$ cat src/rtl/fcsu_pkg.sv
// package for the flash crc/checksum signature unit
// assumes a wishbone classic slave with 32-bit data, one register per word
package fcsu_pkg;
   // ==========================================================
   // register byte offsets
   localparam logic [5:0] FCSU_OFS_START_HIGH  = 6'h00;
   localparam logic [5:0] FCSU_OFS_END_HIGH    = 6'h04;
   localparam logic [5:0] FCSU_OFS_START_MID   = 6'h08;
   localparam logic [5:0] FCSU_OFS_END_MID     = 6'h0C;
   localparam logic [5:0] FCSU_OFS_START_LOW   = 6'h10;
   localparam logic [5:0] FCSU_OFS_END_LOW     = 6'h14;
   localparam logic [5:0] FCSU_OFS_CONTROL     = 6'h18;
   localparam logic [5:0] FCSU_OFS_RESULT_HIGH = 6'h1C;
   localparam logic [5:0] FCSU_OFS_RESULT_LOW  = 6'h20;
   localparam logic [5:0] FCSU_OFS_DATA_IN     = 6'h24;
   // ==========================================================
   // control register fields
   localparam int FCSU_BIT_RUN   = 0;
   localparam int FCSU_BIT_CLK_LO = 1;
   localparam int FCSU_BIT_CLK_HI = 3;
   localparam int FCSU_BIT_ALG   = 5;
   localparam int FCSU_BIT_CLEAR = 6;
   localparam int FCSU_BIT_MODE  = 7;
   // ==========================================================
   // reset values and constants
   localparam logic [7:0]  FCSU_RST_END_LOW  = 8'h0F;
   localparam logic [3:0]  FCSU_LOW_START_FILL = 4'h0;
   localparam logic [3:0]  FCSU_LOW_END_FILL   = 4'hF;
   localparam logic [15:0] FCSU_POLY       = 16'h8C81;
   localparam logic [15:0] FCSU_CRC_INIT   = 16'hFFFF;
   localparam logic [15:0] FCSU_SUM_INIT   = 16'h0000;
   localparam logic [2:0]  FCSU_CLK_DIV1   = 3'h0;
   localparam logic [2:0]  FCSU_CLK_DIV2   = 3'h1;
   localparam logic [2:0]  FCSU_CLK_DIV4   = 3'h2;
   localparam logic [2:0]  FCSU_CLK_DIV8   = 3'h3;
   localparam logic [2:0]  FCSU_CLK_SYS    = 3'h4;
   localparam int          FCSU_ADDR_W     = 17;
   typedef enum logic [1:0] {
      FCSU_IDLE  = 2'b00,
      FCSU_READ  = 2'b01,
      FCSU_WAIT  = 2'b10
   } fcsu_state_t;
endpackage

$ cat src/rtl/fcsu_engine.sv
// one-byte signature step: crc-16 msb first or 16-bit additive checksum
// assumes byte presented with a one-cycle strobe on the system clock
`timescale 1ns/1ps
module fcsu_engine
   import fcsu_pkg::*;
(
   input  wire logic        sys_clk_in,
   input  wire logic        rst_n_in,
   input  wire logic        load_in,
   input  wire logic        algorithm_select_in,
   input  wire logic        step_in,
   input  wire logic [7:0]  byte_in,
   output logic      [15:0] sig_out
);
   // ==========================================================
   // combinational step
   logic [15:0] crc_chain [0:8];
   logic [15:0] crc_next;
   logic [15:0] sum_next;
   logic [15:0] next_sig;
   assign crc_chain[0] = sig_out;
   genvar g;
   generate
      for (g = 0; g < 8; g++) begin : g_bit
         wire fb = crc_chain[g][15] ^ byte_in[7 - g];
         assign crc_chain[g + 1] = {crc_chain[g][14:0], 1'b0} ^ (fb ? FCSU_POLY : 16'h0000);
      end
   endgenerate
   assign crc_next = crc_chain[8];
   assign sum_next = sig_out + {8'h00, byte_in};
   assign next_sig = load_in ? (algorithm_select_in ? FCSU_SUM_INIT : FCSU_CRC_INIT) :
                     (algorithm_select_in ? sum_next : crc_next);
   // ==========================================================
   // signature register
   always_ff @(posedge sys_clk_in or negedge rst_n_in) begin
      if (!rst_n_in) begin
         sig_out <= FCSU_CRC_INIT;
      end else if (load_in || step_in) begin
         sig_out <= next_sig;
      end
   end
endmodule // fcsu_engine

$ cat src/rtl/fcsu_top.sv
// flash crc/checksum signature unit: wishbone registers, flash reader, cpu stall
// assumes a one-cycle-latency synchronous flash read port and an rc clock tick input
//
// Summary of operation
// - compute a 16-bit signature over flash bytes for software comparison
// - crc polynomial x16+x15+x11+x10+x7+1, constant 8C81
// - calculation rate from rc clock /1,/2,/4,/8 or system clock
// - auto mode reads flash itself; user mode takes bytes from software
// - software sets mode, algorithm, clock, addresses, then start; range processed
// - during auto run the cpu is stalled and interrupts masked
// - user mode: each data-in write updates signature, readable as two bytes
// - checksum alternative in both modes sharing the same registers
// - start bit begins run, reads one while busy, zero write aborts
// - clear bit self-clears; in user mode it loads ffff for crc, 0000 for checksum
// - mode bit 0 auto, 1 user; algorithm bit 0 crc, 1 checksum
// - clock codes 000..011 rc divided 1,2,4,8; 100 system clock
//
// The Wishbone register port and the placing of the registers are this design's own decisions.
`timescale 1ns/1ps
module fcsu_top
   import fcsu_pkg::*;
#(
   parameter int ADDR_W = FCSU_ADDR_W
)(
   input  wire logic              sys_clk_in,
   input  wire logic              rst_n_in,
   input  wire logic              wb_cyc_in,
   input  wire logic              wb_stb_in,
   input  wire logic              wb_we_in,
   input  wire logic [5:0]        wb_adr_in,
   input  wire logic [3:0]        wb_sel_in,
   input  wire logic [31:0]       wb_dat_in,
   output logic      [31:0]       wb_dat_out,
   output logic                   wb_ack_out,
   output logic                   wb_err_out,
   input  wire logic              rc_tick_in,
   output logic      [ADDR_W-1:0] flash_addr_out,
   output logic                   flash_rd_out,
   input  wire logic [7:0]        flash_data_in,
   output logic                   cpu_stall_out,
   output logic                   irq_mask_out
);
   // ==========================================================
   // elaboration check
   // range registers hold exactly this many address bits; refuse any other width
   generate
      if (ADDR_W != FCSU_ADDR_W) begin : g_bad_width
         $error("fcsu_top: ADDR_W must match the range register width");
      end
   endgenerate

   // ==========================================================
   // registers
   logic [7:0]  range_start_high;
   logic [7:0]  range_start_middle;
   logic [3:0]  range_start_low;
   logic [7:0]  range_end_high;
   logic [7:0]  range_end_middle;
   logic [3:0]  range_end_low;
   logic        feed_mode_select;
   logic        algorithm_select;
   logic [2:0]  calc_clock_select;
   logic        calc_start_busy;
   logic [15:0] sig;
   fcsu_state_t state;
   logic [ADDR_W-1:0] cur_addr;
   logic [2:0]  div_cnt;
   logic        rc_s1;
   logic        rc_s2;
   logic        rc_s3;

   // ==========================================================
   // bus decode
   wire bus_req      = wb_cyc_in && wb_stb_in && !wb_ack_out && !wb_err_out;
   wire hit_sh       = wb_adr_in == FCSU_OFS_START_HIGH;
   wire hit_eh       = wb_adr_in == FCSU_OFS_END_HIGH;
   wire hit_sm       = wb_adr_in == FCSU_OFS_START_MID;
   wire hit_em       = wb_adr_in == FCSU_OFS_END_MID;
   wire hit_sl       = wb_adr_in == FCSU_OFS_START_LOW;
   wire hit_el       = wb_adr_in == FCSU_OFS_END_LOW;
   wire hit_ctl      = wb_adr_in == FCSU_OFS_CONTROL;
   wire hit_rh       = wb_adr_in == FCSU_OFS_RESULT_HIGH;
   wire hit_rl       = wb_adr_in == FCSU_OFS_RESULT_LOW;
   wire hit_din      = wb_adr_in == FCSU_OFS_DATA_IN;
   wire hit_any      = hit_sh | hit_eh | hit_sm | hit_em | hit_sl | hit_el | hit_ctl | hit_rh | hit_rl | hit_din;
   wire wr_lane0     = bus_req && wb_we_in && wb_sel_in[0];
   wire wr_ctl       = wr_lane0 && hit_ctl;
   wire wr_din       = wr_lane0 && hit_din;
   wire [7:0] wbyte  = wb_dat_in[7:0];
   wire [7:0] ctl_rd = {feed_mode_select, 1'b0, algorithm_select, 1'b0, calc_clock_select, calc_start_busy};
   logic [7:0] rd_mux;
   always_comb begin
      rd_mux = 8'h00;
      if (hit_sh) rd_mux = range_start_high;
      if (hit_eh) rd_mux = range_end_high;
      if (hit_sm) rd_mux = range_start_middle;
      if (hit_em) rd_mux = range_end_middle;
      if (hit_sl) rd_mux = {range_start_low, FCSU_LOW_START_FILL};
      if (hit_el) rd_mux = {range_end_low, FCSU_LOW_END_FILL};
      if (hit_ctl) rd_mux = ctl_rd;
      if (hit_rh) rd_mux = sig[15:8];
      if (hit_rl) rd_mux = sig[7:0];
   end

   // ==========================================================
   // bus answer: one cycle after the request
   always_ff @(posedge sys_clk_in or negedge rst_n_in) begin
      if (!rst_n_in) begin
         wb_ack_out <= 1'b0;
         wb_err_out <= 1'b0;
         wb_dat_out <= 32'h0000_0000;
      end else begin
         wb_ack_out <= bus_req && hit_any;
         wb_err_out <= bus_req && !hit_any;
         wb_dat_out <= {24'h00_0000, rd_mux};
      end
   end

   // ==========================================================
   // configuration registers; the cpu is stalled during a run so
   // address writes then only come from a misbehaving master
   always_ff @(posedge sys_clk_in or negedge rst_n_in) begin
      if (!rst_n_in) begin
         range_start_high   <= 8'h00;
         range_start_middle <= 8'h00;
         range_start_low    <= 4'h0;
         range_end_high     <= 8'h00;
         range_end_middle   <= 8'h00;
         range_end_low      <= FCSU_RST_END_LOW[7:4];
         feed_mode_select   <= 1'b0;
         algorithm_select   <= 1'b0;
         calc_clock_select  <= FCSU_CLK_DIV1;
      end else if (wr_lane0) begin
         if (hit_sh) range_start_high <= {7'h00, wbyte[0]};
         if (hit_eh) range_end_high <= {7'h00, wbyte[0]};
         if (hit_sm) range_start_middle <= wbyte;
         if (hit_em) range_end_middle <= wbyte;
         if (hit_sl) range_start_low <= wbyte[7:4];
         if (hit_el) range_end_low <= wbyte[7:4];
         if (hit_ctl) begin
            feed_mode_select  <= wbyte[FCSU_BIT_MODE];
            algorithm_select  <= wbyte[FCSU_BIT_ALG];
            calc_clock_select <= wbyte[FCSU_BIT_CLK_HI:FCSU_BIT_CLK_LO];
         end
      end
   end

   // ==========================================================
   // calculation rate
   always_ff @(posedge sys_clk_in or negedge rst_n_in) begin
      if (!rst_n_in) begin
         rc_s1 <= 1'b0;
         rc_s2 <= 1'b0;
         rc_s3 <= 1'b0;
      end else begin
         rc_s1 <= rc_tick_in;
         rc_s2 <= rc_s1;
         rc_s3 <= rc_s2;
      end
   end
   // rc clock arrives as a level toggling each rc cycle; one edge per rc period
   wire rc_edge = rc_s2 && !rc_s3;
   always_ff @(posedge sys_clk_in or negedge rst_n_in) begin
      if (!rst_n_in) begin
         div_cnt <= 3'h0;
      end else if (rc_edge) begin
         div_cnt <= div_cnt + 3'h1;
      end
   end
   logic calc_tick;
   always_comb begin
      unique case (calc_clock_select)
         FCSU_CLK_DIV1: calc_tick = rc_edge;
         FCSU_CLK_DIV2: calc_tick = rc_edge && (div_cnt[0] == 1'b1);
         FCSU_CLK_DIV4: calc_tick = rc_edge && (div_cnt[1:0] == 2'h3);
         FCSU_CLK_DIV8: calc_tick = rc_edge && (div_cnt == 3'h7);
         FCSU_CLK_SYS:  calc_tick = 1'b1;
         default:       calc_tick = 1'b0;
      endcase
   end

   // ==========================================================
   // auto run sequencer
   wire [ADDR_W-1:0] start_addr = {range_start_high[0], range_start_middle, range_start_low, FCSU_LOW_START_FILL};
   wire [ADDR_W-1:0] end_addr   = {range_end_high[0], range_end_middle, range_end_low, FCSU_LOW_END_FILL};
   wire start_req = wr_ctl && wbyte[FCSU_BIT_RUN] && !feed_mode_select && !wbyte[FCSU_BIT_MODE];
   wire abort_req = wr_ctl && !wbyte[FCSU_BIT_RUN] && calc_start_busy;
   wire last_byte = cur_addr == end_addr;
   wire auto_step = state == FCSU_WAIT;
   wire run_done  = auto_step && (last_byte || (cur_addr > end_addr));
   logic [7:0] step_byte;
   assign step_byte = auto_step ? flash_data_in : wbyte;
   always_ff @(posedge sys_clk_in or negedge rst_n_in) begin
      if (!rst_n_in) begin
         state           <= FCSU_IDLE;
         cur_addr        <= '0;
         calc_start_busy <= 1'b0;
      end else begin
         unique case (state)
            FCSU_IDLE: begin
               if (start_req) begin
                  state           <= FCSU_READ;
                  cur_addr        <= start_addr;
                  calc_start_busy <= 1'b1;
               end
            end
            FCSU_READ: begin
               if (abort_req) begin
                  state           <= FCSU_IDLE;
                  calc_start_busy <= 1'b0;
               end else if (calc_tick) begin
                  state <= FCSU_WAIT;
               end
            end
            FCSU_WAIT: begin
               if (run_done || abort_req) begin
                  state           <= FCSU_IDLE;
                  calc_start_busy <= 1'b0;
               end else begin
                  state    <= FCSU_READ;
                  cur_addr <= cur_addr + 1'b1;
               end
            end
            default: begin
               state           <= FCSU_IDLE;
               calc_start_busy <= 1'b0;
            end
         endcase
      end
   end
   assign flash_rd_out   = (state == FCSU_READ) && calc_tick;
   assign flash_addr_out = cur_addr;
   assign cpu_stall_out  = calc_start_busy;
   assign irq_mask_out   = calc_start_busy;

   // ==========================================================
   // signature engine; clear only in user mode, per the clear bit
   wire clear_req = wr_ctl && wbyte[FCSU_BIT_CLEAR] && wbyte[FCSU_BIT_MODE];
   wire user_step = wr_din && feed_mode_select && !calc_start_busy;
   fcsu_engine u_engine (
      .sys_clk_in          (sys_clk_in),
      .rst_n_in            (rst_n_in),
      .load_in             (clear_req),
      .algorithm_select_in (wr_ctl ? wbyte[FCSU_BIT_ALG] : algorithm_select),
      .step_in             ((auto_step && !abort_req) || user_step),
      .byte_in             (step_byte),
      .sig_out             (sig)
   );

   // ==========================================================
   // checks
   // stall and mask are checked against the sequencer state, not the busy flag they copy
   a_busy_stall: assert property (@(posedge sys_clk_in) disable iff (!rst_n_in)
      cpu_stall_out == (state != FCSU_IDLE) && irq_mask_out == (state != FCSU_IDLE))
      else $error("stall or mask does not follow the run");
   a_start_sets_busy: assert property (@(posedge sys_clk_in) disable iff (!rst_n_in)
      (start_req && state == FCSU_IDLE) |=> calc_start_busy && cur_addr == $past(start_addr))
      else $error("start did not set busy at start address");
   a_abort_clears: assert property (@(posedge sys_clk_in) disable iff (!rst_n_in)
      abort_req |=> !calc_start_busy)
      else $error("abort left the run busy");
   a_addr_ascends: assert property (@(posedge sys_clk_in) disable iff (!rst_n_in)
      (auto_step && !run_done && !abort_req) |=> cur_addr == $past(cur_addr) + 1'b1)
      else $error("address did not ascend by one");
   a_end_included: assert property (@(posedge sys_clk_in) disable iff (!rst_n_in)
      (auto_step && last_byte) |=> !calc_start_busy && state == FCSU_IDLE)
      else $error("run did not stop at end address");
   a_clear_crc: assert property (@(posedge sys_clk_in) disable iff (!rst_n_in)
      (clear_req && !wbyte[FCSU_BIT_ALG]) |=> sig == FCSU_CRC_INIT)
      else $error("clear did not load all ones");
   a_clear_sum: assert property (@(posedge sys_clk_in) disable iff (!rst_n_in)
      (clear_req && wbyte[FCSU_BIT_ALG]) |=> sig == FCSU_SUM_INIT)
      else $error("clear did not load zero");
   a_sum_adds: assert property (@(posedge sys_clk_in) disable iff (!rst_n_in)
      (user_step && algorithm_select && !clear_req) |=> sig == $past(sig) + {8'h00, $past(wbyte)})
      else $error("checksum did not add the byte");
   a_sys_rate: assert property (@(posedge sys_clk_in) disable iff (!rst_n_in)
      (state == FCSU_READ && calc_clock_select == FCSU_CLK_SYS && !abort_req) |-> flash_rd_out)
      else $error("system clock rate stalled read");
   a_rc_rate: assert property (@(posedge sys_clk_in) disable iff (!rst_n_in)
      (flash_rd_out && calc_clock_select != FCSU_CLK_SYS) |-> rc_edge)
      else $error("rc rate read without an rc edge");
   a_rd_pulse: assert property (@(posedge sys_clk_in) disable iff (!rst_n_in)
      flash_rd_out |=> !flash_rd_out)
      else $error("flash read strobe longer than one cycle");
   a_din_ignored: assert property (@(posedge sys_clk_in) disable iff (!rst_n_in)
      (wr_din && !feed_mode_select && state == FCSU_IDLE) |=> sig == $past(sig))
      else $error("data-in write changed the result in auto mode");
   a_ack_one: assert property (@(posedge sys_clk_in) disable iff (!rst_n_in)
      wb_ack_out |=> !wb_ack_out)
      else $error("ack held longer than one cycle");
   // covers: one per main scenario
   c_auto_run: cover property (@(posedge sys_clk_in) disable iff (!rst_n_in) run_done);
   c_abort: cover property (@(posedge sys_clk_in) disable iff (!rst_n_in) abort_req);
   c_user_feed: cover property (@(posedge sys_clk_in) disable iff (!rst_n_in) user_step);
   c_unmapped: cover property (@(posedge sys_clk_in) disable iff (!rst_n_in) wb_err_out);
   c_rc_slow: cover property (@(posedge sys_clk_in) disable iff (!rst_n_in)
      flash_rd_out && calc_clock_select == FCSU_CLK_DIV8);
endmodule // fcsu_top

$ cat config.mk
export PLATFORM = sky130hd
export DESIGN_NAME = fcsu_top
export DESIGN_NICKNAME = d
export VERILOG_FILES = /design/src/rtl/fcsu_pkg.sv /design/src/rtl/fcsu_engine.sv /design/src/rtl/fcsu_top.sv
export SDC_FILE = /design/constraint.sdc
export NUM_CORES = 1
export LEC_CHECK = 0
export BUFFER_PORTS_ARGS = -buffer_cell sky130_fd_sc_hd__buf_2
export CORE_MARGIN = 1
export CORE_UTILIZATION = 35
export DETAILED_ROUTE_END_ITERATION = 16
export MAX_ROUTING_LAYER = met4
export RECOVER_POWER = 25
export SLEW_MARGIN = 40
export SYNTH_ARGS = -nofsm -noshare
export SYNTH_HDL_FRONTEND = slang
export SYNTH_SLANG_ARGS = --single-unit
$ cat constraint.sdc
create_clock -name sys_clk_in -period 2.8 [get_ports sys_clk_in]
set_input_delay 0.14 -clock sys_clk_in [delete_from_list [all_inputs] [get_ports sys_clk_in]]
set_output_delay 0.14 -clock sys_clk_in [all_outputs]
set_load 0.005 [all_outputs]
; ---- After elaboration in Yosys (flattened, before gate mapping)
; Cells that the tools add are included.
[word_totals]
reg_bits = 83
input_bits = 56
out_inout_bits = 54
elab_cells = 159
[op_classes]
add_sub_neg = 3
order_cmp = 1
n_eq_ne = 23
mux = 35
n_bitwise = 25
reduce_logical = 52
[ops]
columns = op, n
row1 = two-way mux 16 bit, 11
row2 = XOR 16 bit, 8
row3 = two-way mux 8 bit, 8
row4 = two-way mux 17 bit, 2
row5 = case mux 17 bit (2 select lines), 1
row6 = logical AND 1 bit, 25
row7 = "equality test 6 x 5 -> 1 bit, second input constant", 4
row8 = "adder 17 x 1 -> 17 bit, second input constant", 1
row9 = equality test 17 bit, 1
row10 = greater-than comparator 17 bit, 1
row11 = adder 16 x 8 -> 16 bit, 1
row12 = AND reduction 2 bit, 8
row13 = "equality test 6 x 4 -> 1 bit, second input constant", 2
row14 = "equality test 6 bit, second input constant", 2
row15 = logical NOT 1 bit, 9
row16 = OR 1 bit, 9
row17 = XOR 1 bit, 8
row18 = two-way mux 1 bit, 7
row19 = "equality test 3 x 2 -> 1 bit, second input constant", 2
row20 = "equality test 3 bit, second input constant", 2
row21 = "equality test 6 x 3 -> 1 bit, second input constant", 1
row22 = logical NOT 6 bit, 1
row23 = two-way mux 2 bit, 3
row24 = "!= test 2 bit, second input constant", 3
row25 = other kinds (14), 19

; ---- Logic depth before layout (Yosys ltp)
; Gate-level depths: netlist (run 1).
[depth]
word_depth = 28
depth_mapped = 15
mapped_depth_nobuf = 13

; ---- Cells and area by module
; From an unflattened synthesis (run 1), not the netlist that was laid out.
[unflattened]
cells_unflattened = 623
area_unflattened_um2 = 5884.4
[modules_own_cells]
columns = mod, instances, cells_each, area_per_inst_um2, seq_area_each_um2
row1 = fcsu_top, 1, 413, 4015.1, 1676.6
row2 = fcsu_engine, 1, 210, 1869.3, 420.4

; ---- Worst setup path after synthesis (run 1)
; OpenSTA, ideal clock, no wires.
[synth_timing]
kind = reg2reg
from = register state[0]
to = register u_engine.sig_out[10]
setup_ns = 0.082
arrival_time_ns = 2.984
required_time_ns = 2.718
path_slack_ns = -0.265
path_stages_with_launch = 16
n_path_buf = 2
synth_period_minus_slack_ns = 3.065
path_cell_list = dfrtp_1 nand2b_1 buf_2 buf_2 mux2i_1 inv_1 ha_1 inv_1 fa_1 nor2b_1 o21ai_0 a21boi_0 o221ai_1 nor4b_1 o21ai_1 a22oi_1
[synth_between]
elab_chain_len = 28
word_cells_on_any_way = 32
classes_between = 1 x add/sub / 1 x eq/ne / 11 x mux / 16 x bitwise / 3 x reduce/logical
[synth_lines]
columns = item, line_no
row1 = from (decl), fcsu_top.sv:65  ; fcsu_state_t state;
row2 = from (signal assigned), fcsu_top.sv:195  ; state <= FCSU_IDLE;
row3 = from (signal assigned), fcsu_top.sv:202  ; state <= FCSU_READ;
row4 = from (signal assigned), fcsu_top.sv:209  ; state <= FCSU_IDLE;
row5 = equality test 2 bit (*), fcsu_top.sv:189  ; wire auto_step = state == FCSU_WAIT;
row6 = two-way mux 8 bit, fcsu_top.sv:192  ; assign step_byte = auto_step ? flash_data_in : wbyte;
row7 = XOR 1 bit, fcsu_engine.sv:25  ; wire fb = crc_chain[g][15] ^ byte_in[7 - g];
row8 = two-way mux 16 bit, fcsu_engine.sv:26  ; assign crc_chain[g + 1] = {crc_chain[g][14:0], 1'b0} ^ (fb ? FCSU_POLY : 16'h0000);
row9 = XOR 16 bit, fcsu_engine.sv:26
row10 = XOR 1 bit, fcsu_engine.sv:25
row11 = two-way mux 16 bit, fcsu_engine.sv:26
row12 = XOR 16 bit, fcsu_engine.sv:26
row13 = [12 not listed], n/a
row14 = XOR 1 bit, fcsu_engine.sv:25
row15 = two-way mux 16 bit, fcsu_engine.sv:26
row16 = XOR 16 bit, fcsu_engine.sv:26
row17 = XOR 1 bit, fcsu_engine.sv:25
row18 = two-way mux 16 bit, fcsu_engine.sv:26
row19 = XOR 16 bit, fcsu_engine.sv:26
row20 = two-way mux 16 bit, fcsu_engine.sv:32  ; (algorithm_select_in ? sum_next : crc_next);
row21 = two-way mux 16 bit, fcsu_engine.sv:31  ; assign next_sig = load_in ? (algorithm_select_in ? FCSU_SUM_INIT : FCSU_CRC_INIT) :
row22 = to (signal assigned), fcsu_engine.sv:39  ; sig_out <= next_sig;
row23 = to (decl), fcsu_engine.sv:13  ; output logic [15:0] sig_out
; Every way passes the cells marked *; elsewhere a longest branch is shown, timed or not.
; A chain may end at the register's enable or synchronous reset.

; ---- Final worst setup path (run 1)
; Same ends and word-level chain as after synthesis.

==> impl_metrics.json, run 1 <==
{
  "placed_cells": 901,
  "fmax_ghz": 0.368,
  "synth_most_common_cell": "dfrtp_1",
  "finalHoldViolations": 0,
  "hpwl_um": 13000,
  "grt_pass1_wl_um": 27300,
  "port_buffers": 58,
  "drive_above_1_share_pct": 30.8,
  "nets": 781,
  "drtPass1Iterations": 5,
  "outcome": "finished with violations",
  "nFillCells": 1604,
  "slowest_delay_ns": 0.38,
  "p_sw_share_pct": 40.0,
  "start_util_pct": 36.0,
  "p_int_mw": 3.88,
  "synth_ff_type": "dfrtp_1",
  "r2r_cells": 11,
  "clockPowerShare_pct": 18.1,
  "leakagePower_nw": 3.17,
  "finalSetupViolCount": 0,
  "yosysWarnings": 0,
  "synth_top_area_share_pct": 29.2,
  "postSynthCellCount": 601,
  "seq_power_share_pct": 30.3,
  "die_width_um": 130,
  "final_cells": 921,
  "avgSynthCellArea_um2": 9.56,
  "ys_ff_latch": 83,
  "min_from": "wb_dat_in[0]",
  "totalWireLength_um": 17400,
  "drcViolationCount": 0,
  "fp.coreArea_um2": 15900,
  "crit_arrival_ns": 2.99,
  "cts_tree": "built",
  "synth_commonest_cells": "dfrtp_1 (67), nand2_1 (49), nor2_1 (36), a21oi_1 (34), mux2_2 (33)",
  "failed_checks": "capacitance limit, slew limit",
  "cp_cell_sequence": "nand2b_4, buf_12, buf_4, mux2_2, ha_1, o21ai_0, a21oi_2, o221ai_4, nor4b_2, o21ai_1, a22oi_1",
  "synth_edf_count": 0,
  "drtAntennaViolNets": 0,
  "routabilityCongestion": 0.908,
  "dpl_cell_area_um2": 6520,
  "slew_viol_final": 78,
  "crit_path_start_kind": "flop",
  "seq_area_frac_synth_pct": 36.5,
  "avgViaCountPerCell": 5.50,
  "critPathRequiredTime_ns": 3.07,
  "clock-sinks": 83,
  "dieArea_um2": 16900,
  "cp_slowest_cell": "dfrtp_1",
  "grt.overflow.total": 0,
  "skew_ns": 0.00901,
  "rows": 46,
  "post_drt_wl_per_cell_um": 18.9,
  "total_power_mw": 6.46,
  "final_area_um2": 7000,
  "combPwrFrac_pct": 51.6,
  "r2r_slack_ns": 0.08,
  "die_y_um": 130,
  "grt.total_usage_pct": 22.1,
  "ys_async_sr_fraction_pct": 100,
  "fin_crit_sh_pct": 97.1,
  "hold_path_class": "input port to flop",
  "rsz0062_at_grt": "true",
  "worstSetupStartpoint": "state[0]",
  "cp-end-kind": "flop",
  "maxSlewHeadroom_pct": -34.7,
  "synth_area_um2": 5750,
  "cts_buffers": 9,
  "synthTopCellsByArea": "dfrtp_1 (29%), dfstp_2 (7.3%), mux2_2 (6.5%)",
  "yosys.area.top_type": "dfrtp_1",
  "h-tree-depth": 3,
  "worstSetupPathType": "flop to flop",
  "drt_first_iter_violations": 424,
  "cts_root_buf": "clkbuf_16",
  "syn_to_final_growth_pct": 21.8,
  "vias": 5063,
  "whs_path_depth": 3,
  "r2r-end": "u_engine.sig_out[10]",
  "grt_max_degree": 78,
  "synth_cell_types": 77,
  "p_per_area_nw_per_um2": 923,
  "antenna_found_initial": 0,
  "clock_path_buffers": 2,
  "grt_pass1_vias": 4857,
  "period_minus_slack_ns": 2.72,
  "power.switching_mw": 2.58,
  "path_clk_slew_ns": 0.07,
  "drv_cap": 1,
  "r2r-start": "state[0]",
  "crit_end": "u_engine.sig_out[10]",
  "peakVddDrop_mv": 0.467,
  "io_pins": 110,
  "path_max_fanout": 6,
  "num_antenna_cells": 0,
  "insertion_delay_ns": 0.36,
  "tightest_slew_ns": 2.02
}
==> critical path: cells and delay by family (launching register included) <==
family | cells | cell delay, ns
AO/OA/AOI/OAI | 5 | 0.94
adder cells (fa/ha/maj) | 1 | 0.34
buffers and inverters | 2 | 0.28
flip-flops | 1 | 0.38
multiplexers | 1 | 0.28
AND/OR/NAND/NOR | 2 | 0.39
==> kinds of logic after synthesis <==
logic type / count (synthesis) / share of synthesized area (%)
AND/OR/NAND/NOR: 168 / 15.1
AO/OA/AOI/OAI: 155 / 17.8
flip-flops: 83 / 36.5
buffers and inverters: 79 / 7.25
XOR/XNOR: 45 / 8.99
multiplexers: 45 / 8.78
adder cells (fa/ha/maj): 25 / 5.57
other: 1 / 0.0653
==> registers in the layout (all words and copies together), names as in the netlist, 2 cells and up <==
name                flops
calc_clock_select       3
div_cnt                 3
flash_addr_out         17
range_end_low           4
range_end_middle        8
range_start_low         4
range_start_middle      8
state                   2
u_engine.sig_out       16
wb_dat_out              8
==> layer usage <==
| metal | GRT usage, % | routed length (um) |
|---|---|---|
| met1 | 29.9 | 8060 |
| met2 | 34.1 | 8230 |
| met3 | 2.42 | 822 |
| met4 | 7.73 | 296 |
| met5 | - | 0 |
==> power by group through the flow <==
stage	logic [mW]	registers, mW	clock network, mW
2_1_floorplan	2.28	1.79	0
3_3_place_gp	3.04	1.95	0
3_5_place_dp	3.11	1.95	0
4_1_cts	3.18	1.93	1.18
5_1_grt	3.63	1.99	1.23
6_report	3.33	1.96	1.17
==> area by class of cell <==
cell class	instances	area (um^2)	share of cell area (%)
inverter	30	113	1.61
clock inverter	6	48.8	0.698
timing repair buffer	114	734	10.5
tap	216	270	3.86
sequential	83	2100	30.0
multi-input combinational	462	3500	50.1
clock buffer	10	229	3.27
==> stage by stage <==
step / utilization, % / hold slack (ns) / setup WS [ns] / TNS (ns)
2_1_floorplan: - / -0.156 / 0.0132 / 0
3_3_place_gp: 40.9 / 0.250 / -0.0995 / -0.270
3_5_place_dp: 40.9 / 0.237 / -0.193 / -0.843
4_1_cts: 43.0 / 0.0783 / 0.0352 / 0
5_1_grt: 43.9 / 0.0905 / -0.0534 / -0.101
6_report: 43.9 / 0.0877 / 0.0800 / 0
==> cells in the final DEF (no fill, tap or decap), drive strengths merged, types with 4 or more instances in the layout <==
master / netlist / final
buf: 36 / 106
dfrtp: 67 / 67
nand2: 49 / 49
nor2: 38 / 38
o21ai: 38 / 38
a21oi: 35 / 35
mux2: 33 / 33
inv: 30 / 33
xnor2: 28 / 28
conb: 1 / 24
ha: 24 / 24
nand3: 21 / 21
dfstp: 16 / 16
clkbuf: 13 / 16
a31oi: 12 / 12
xor2: 12 / 12
mux2i: 11 / 11
and3: 10 / 10
nor3: 10 / 10
o22ai: 9 / 9
a211oi: 8 / 8
nand4: 7 / 7
a21o: 6 / 6
nor2b: 6 / 6
nand2b: 6 / 6
a221o: 5 / 5
o21a: 5 / 5
a221oi: 4 / 4
xnor3: 4 / 4
nor4: 4 / 4
==> repair_timing <==
item,4_1_cts,5_1_grt
hold buffers,2,0
resized for setup,7,24
pin swaps,1,13
endpoints found under the hold margin,68,0
setup buffers,1,1
endpoints found under the setup margin,10,10
==> worst min path at each step <==
stage	to	slack (ns)
after floorplan	algorithm_select	-0.16
after global placement	rc_s1	0.25
after detailed placement	wb_dat_out[6]	0.24
after CTS	range_end_high[0]	0.08
after global routing	range_end_high[0]	0.09
final	range_end_high[0]	0.09
No activity file was read; power rests on OpenSTA's default activity.
==> run 2, diff against run 1 <==
- CTS_BUF_LIST: not set -> sky130_fd_sc_hd__clkbuf_8
==> run 2 against run 1 <==
Compared with the run above:
- the flow now finishes without violations
- sequential power is essentially flat
- worst setup slack lost 0.026 ns
- utilization shrank 0.75 points
- sequential share of layout area grew 0.52 points
- critical endpoint is now u_engine.sig_out[9]
- largest cell class unchanged
- highest routed layer unchanged
==> impl_metrics.json, run 2 (synthesis gave the netlist of run 1 again) <==
{
  "outcome": "complete, no violations",
  "layout_common_cells": "dfrtp_1 (67), buf_2 (58), buf_4 (56), nand2_1 (49), nor2_1 (36)",
  "finalSetupViolCount": 0,
  "final_cells": 925,
  "grt.overflow.total": 0,
  "p_int_mw": 3.58,
  "worst_slack_ns": 0.0539,
  "hpwl_um": 13000,
  "seq_power_share_pct": 32.0,
  "h-tree-depth": 3,
  "drv_cap": 0,
  "grt_max_degree": 78,
  "cts_root_buf": "clkbuf_8",
  "skew_ns": 0.0179,
  "crit_path_start_kind": "flop",
  "tightest_slew_ns": 1.37,
  "antenna_found_initial": 0,
  "avgViaCountPerCell": 5.51,
  "cts_tree": "built",
  "cp-end-kind": "flop",
  "start_util_pct": 36.0,
  "routabilityCongestion": 0.908,
  "io_pins": 110,
  "drtPass1Iterations": 5,
  "p_sw_share_pct": 41.3,
  "finalHoldViolations": 0,
  "hold_path_class": "input port to flop",
  "grt.total_usage_pct": 21.7,
  "maxSlewHeadroom_pct": 8.61,
  "crit_arrival_ns": 3.08,
  "cts_buffers": 9,
  "placed_cells": 901,
  "leakagePower_nw": 3.17,
  "p_per_area_nw_per_um2": 886,
  "fmax_ghz": 0.364,
  "worstSetupPathType": "flop to flop",
  "power.switching_mw": 2.52,
  "fin_crit_sh_pct": 98.1,
  "dieArea_um2": 16900,
  "post_drt_wl_per_cell_um": 18.7,
  "largest_reg_flops": 17,
  "critPathRequiredTime_ns": 3.13,
  "peakVddDrop_mv": 0.459,
  "grtUsageMet3_pct": 2.42,
  "syn_to_final_growth_pct": 19.7,
  "rsz0062_at_grt": "true",
  "grt_pass1_wl_um": 26900,
  "clock_path_buffers": 2,
  "totalWireLength_um": 17300,
  "nets": 785,
  "nFillCells": 1612,
  "drtAntennaViolNets": 0,
  "port_buffers": 58,
  "die_width_um": 130,
  "rows": 46,
  "path_max_fanout": 7,
  "fp.coreArea_um2": 15900,
  "fin_tns_setup_ns": 0,
  "num_antenna_cells": 0,
  "use_met1_pct": 29.9,
  "r2r_slack_ns": 0.05,
  "path_clk_slew_ns": 0.10,
  "period_minus_slack_ns": 2.75,
  "insertion_delay_ns": 0.39,
  "hold_slack_ns": 0.0480,
  "combPwrFrac_pct": 54.1,
  "grt.busiest_layer": "met2",
  "clockPowerShare_pct": 13.9,
  "drive_above_1_share_pct": 31.0,
  "drcViolationCount": 0,
  "met2_usage_pct": 33.2,
  "grt_pass1_vias": 4792,
  "drt_first_iter_violations": 442,
  "clock-sinks": 83,
  "place_ws_ns": -0.193,
  "total_power_mw": 6.10,
  "final_common_cell": "dfrtp_1",
  "slew_viol_final": 0,
  "vias": 5097,
  "die_y_um": 130
}
==> run 2: area by class of cell <==
cell class                      instances  area, um^2  area share, %
Multi-Input combinational cell        462        3470           50.4
Clock inverter                          7        52.6          0.764
Sequential cell                        83        2100           30.5
Inverter                               30         113           1.64
Tap cell                              216         270           3.93
Timing Repair Buffer                  118         754           11.0
Clock buffer                            9         124           1.80
==> run 2: final timing paths <==
| check | cells after the start | endpoint | startpoint |
|---|---|---|---|
| setup / recovery | 12 | u_engine.sig_out[9] | state[1] |
| hold / removal | 3 | range_end_high[0] | wb_dat_in[0] |
| setup reg to reg | 12 | u_engine.sig_out[9] | state[1] |
| hold reg to reg | 0 | rc_s2 | rc_s1 |
| max in group asynchronous | 4 | u_engine.sig_out[12] | rst_n_in |
| min in group asynchronous | 2 | state[0] | rst_n_in |
==> run 2: what timing repair did <==
item | 4_1_cts | 5_1_grt
setup endpoints to repair | 10 | 23
setup buffers | 0 | 5
pin swaps | 0 | 9
hold buffers | 2 | 0
gates resized for setup | 4 | 20
hold endpoints to repair | 68 | 0
==> run 2: per-stage QoR <==
step	utilization (%)	instance area (um^2)
final	43.1	6880
after global routing	43.1	6880
after CTS	42.2	6730
after detailed placement	40.9	6520
after global placement	40.9	6520
after floorplan	-	5860
==> run 2: power groups by stage <==
stage | Sequential (mW) | Clock, mW | Combinational [mW]
floorplan | 1.79 | 0 | 2.28
global placement | 1.95 | 0 | 3.04
detailed placement | 1.95 | 0 | 3.11
CTS | 1.93 | 0.857 | 3.14
global route | 1.98 | 0.907 | 3.59
finish | 1.95 | 0.848 | 3.30
==> run 2: worst max-delay path, stage by stage, from the launching register on <==
cell	delay, ns
dfrtp_1	0.42
nand2b_4	0.15
buf_4	0.15
mux2i_4	0.23
inv_2	0.06
ha_4	0.28
o21ai_0	0.09
o211ai_1	0.23
a31oi_1	0.14
o21bai_1	0.25
nand2_1	0.10
or4_1	0.48
nand4b_1	0.10
==> run 2: per-layer routing <==
metal / up-vias / share of wire [%]
met1: 2518 / 46
met5: - / 0
li1: 2354 / -
met2: 206 / 47
met3: 19 / 5.5
met4: 0 / 1.6
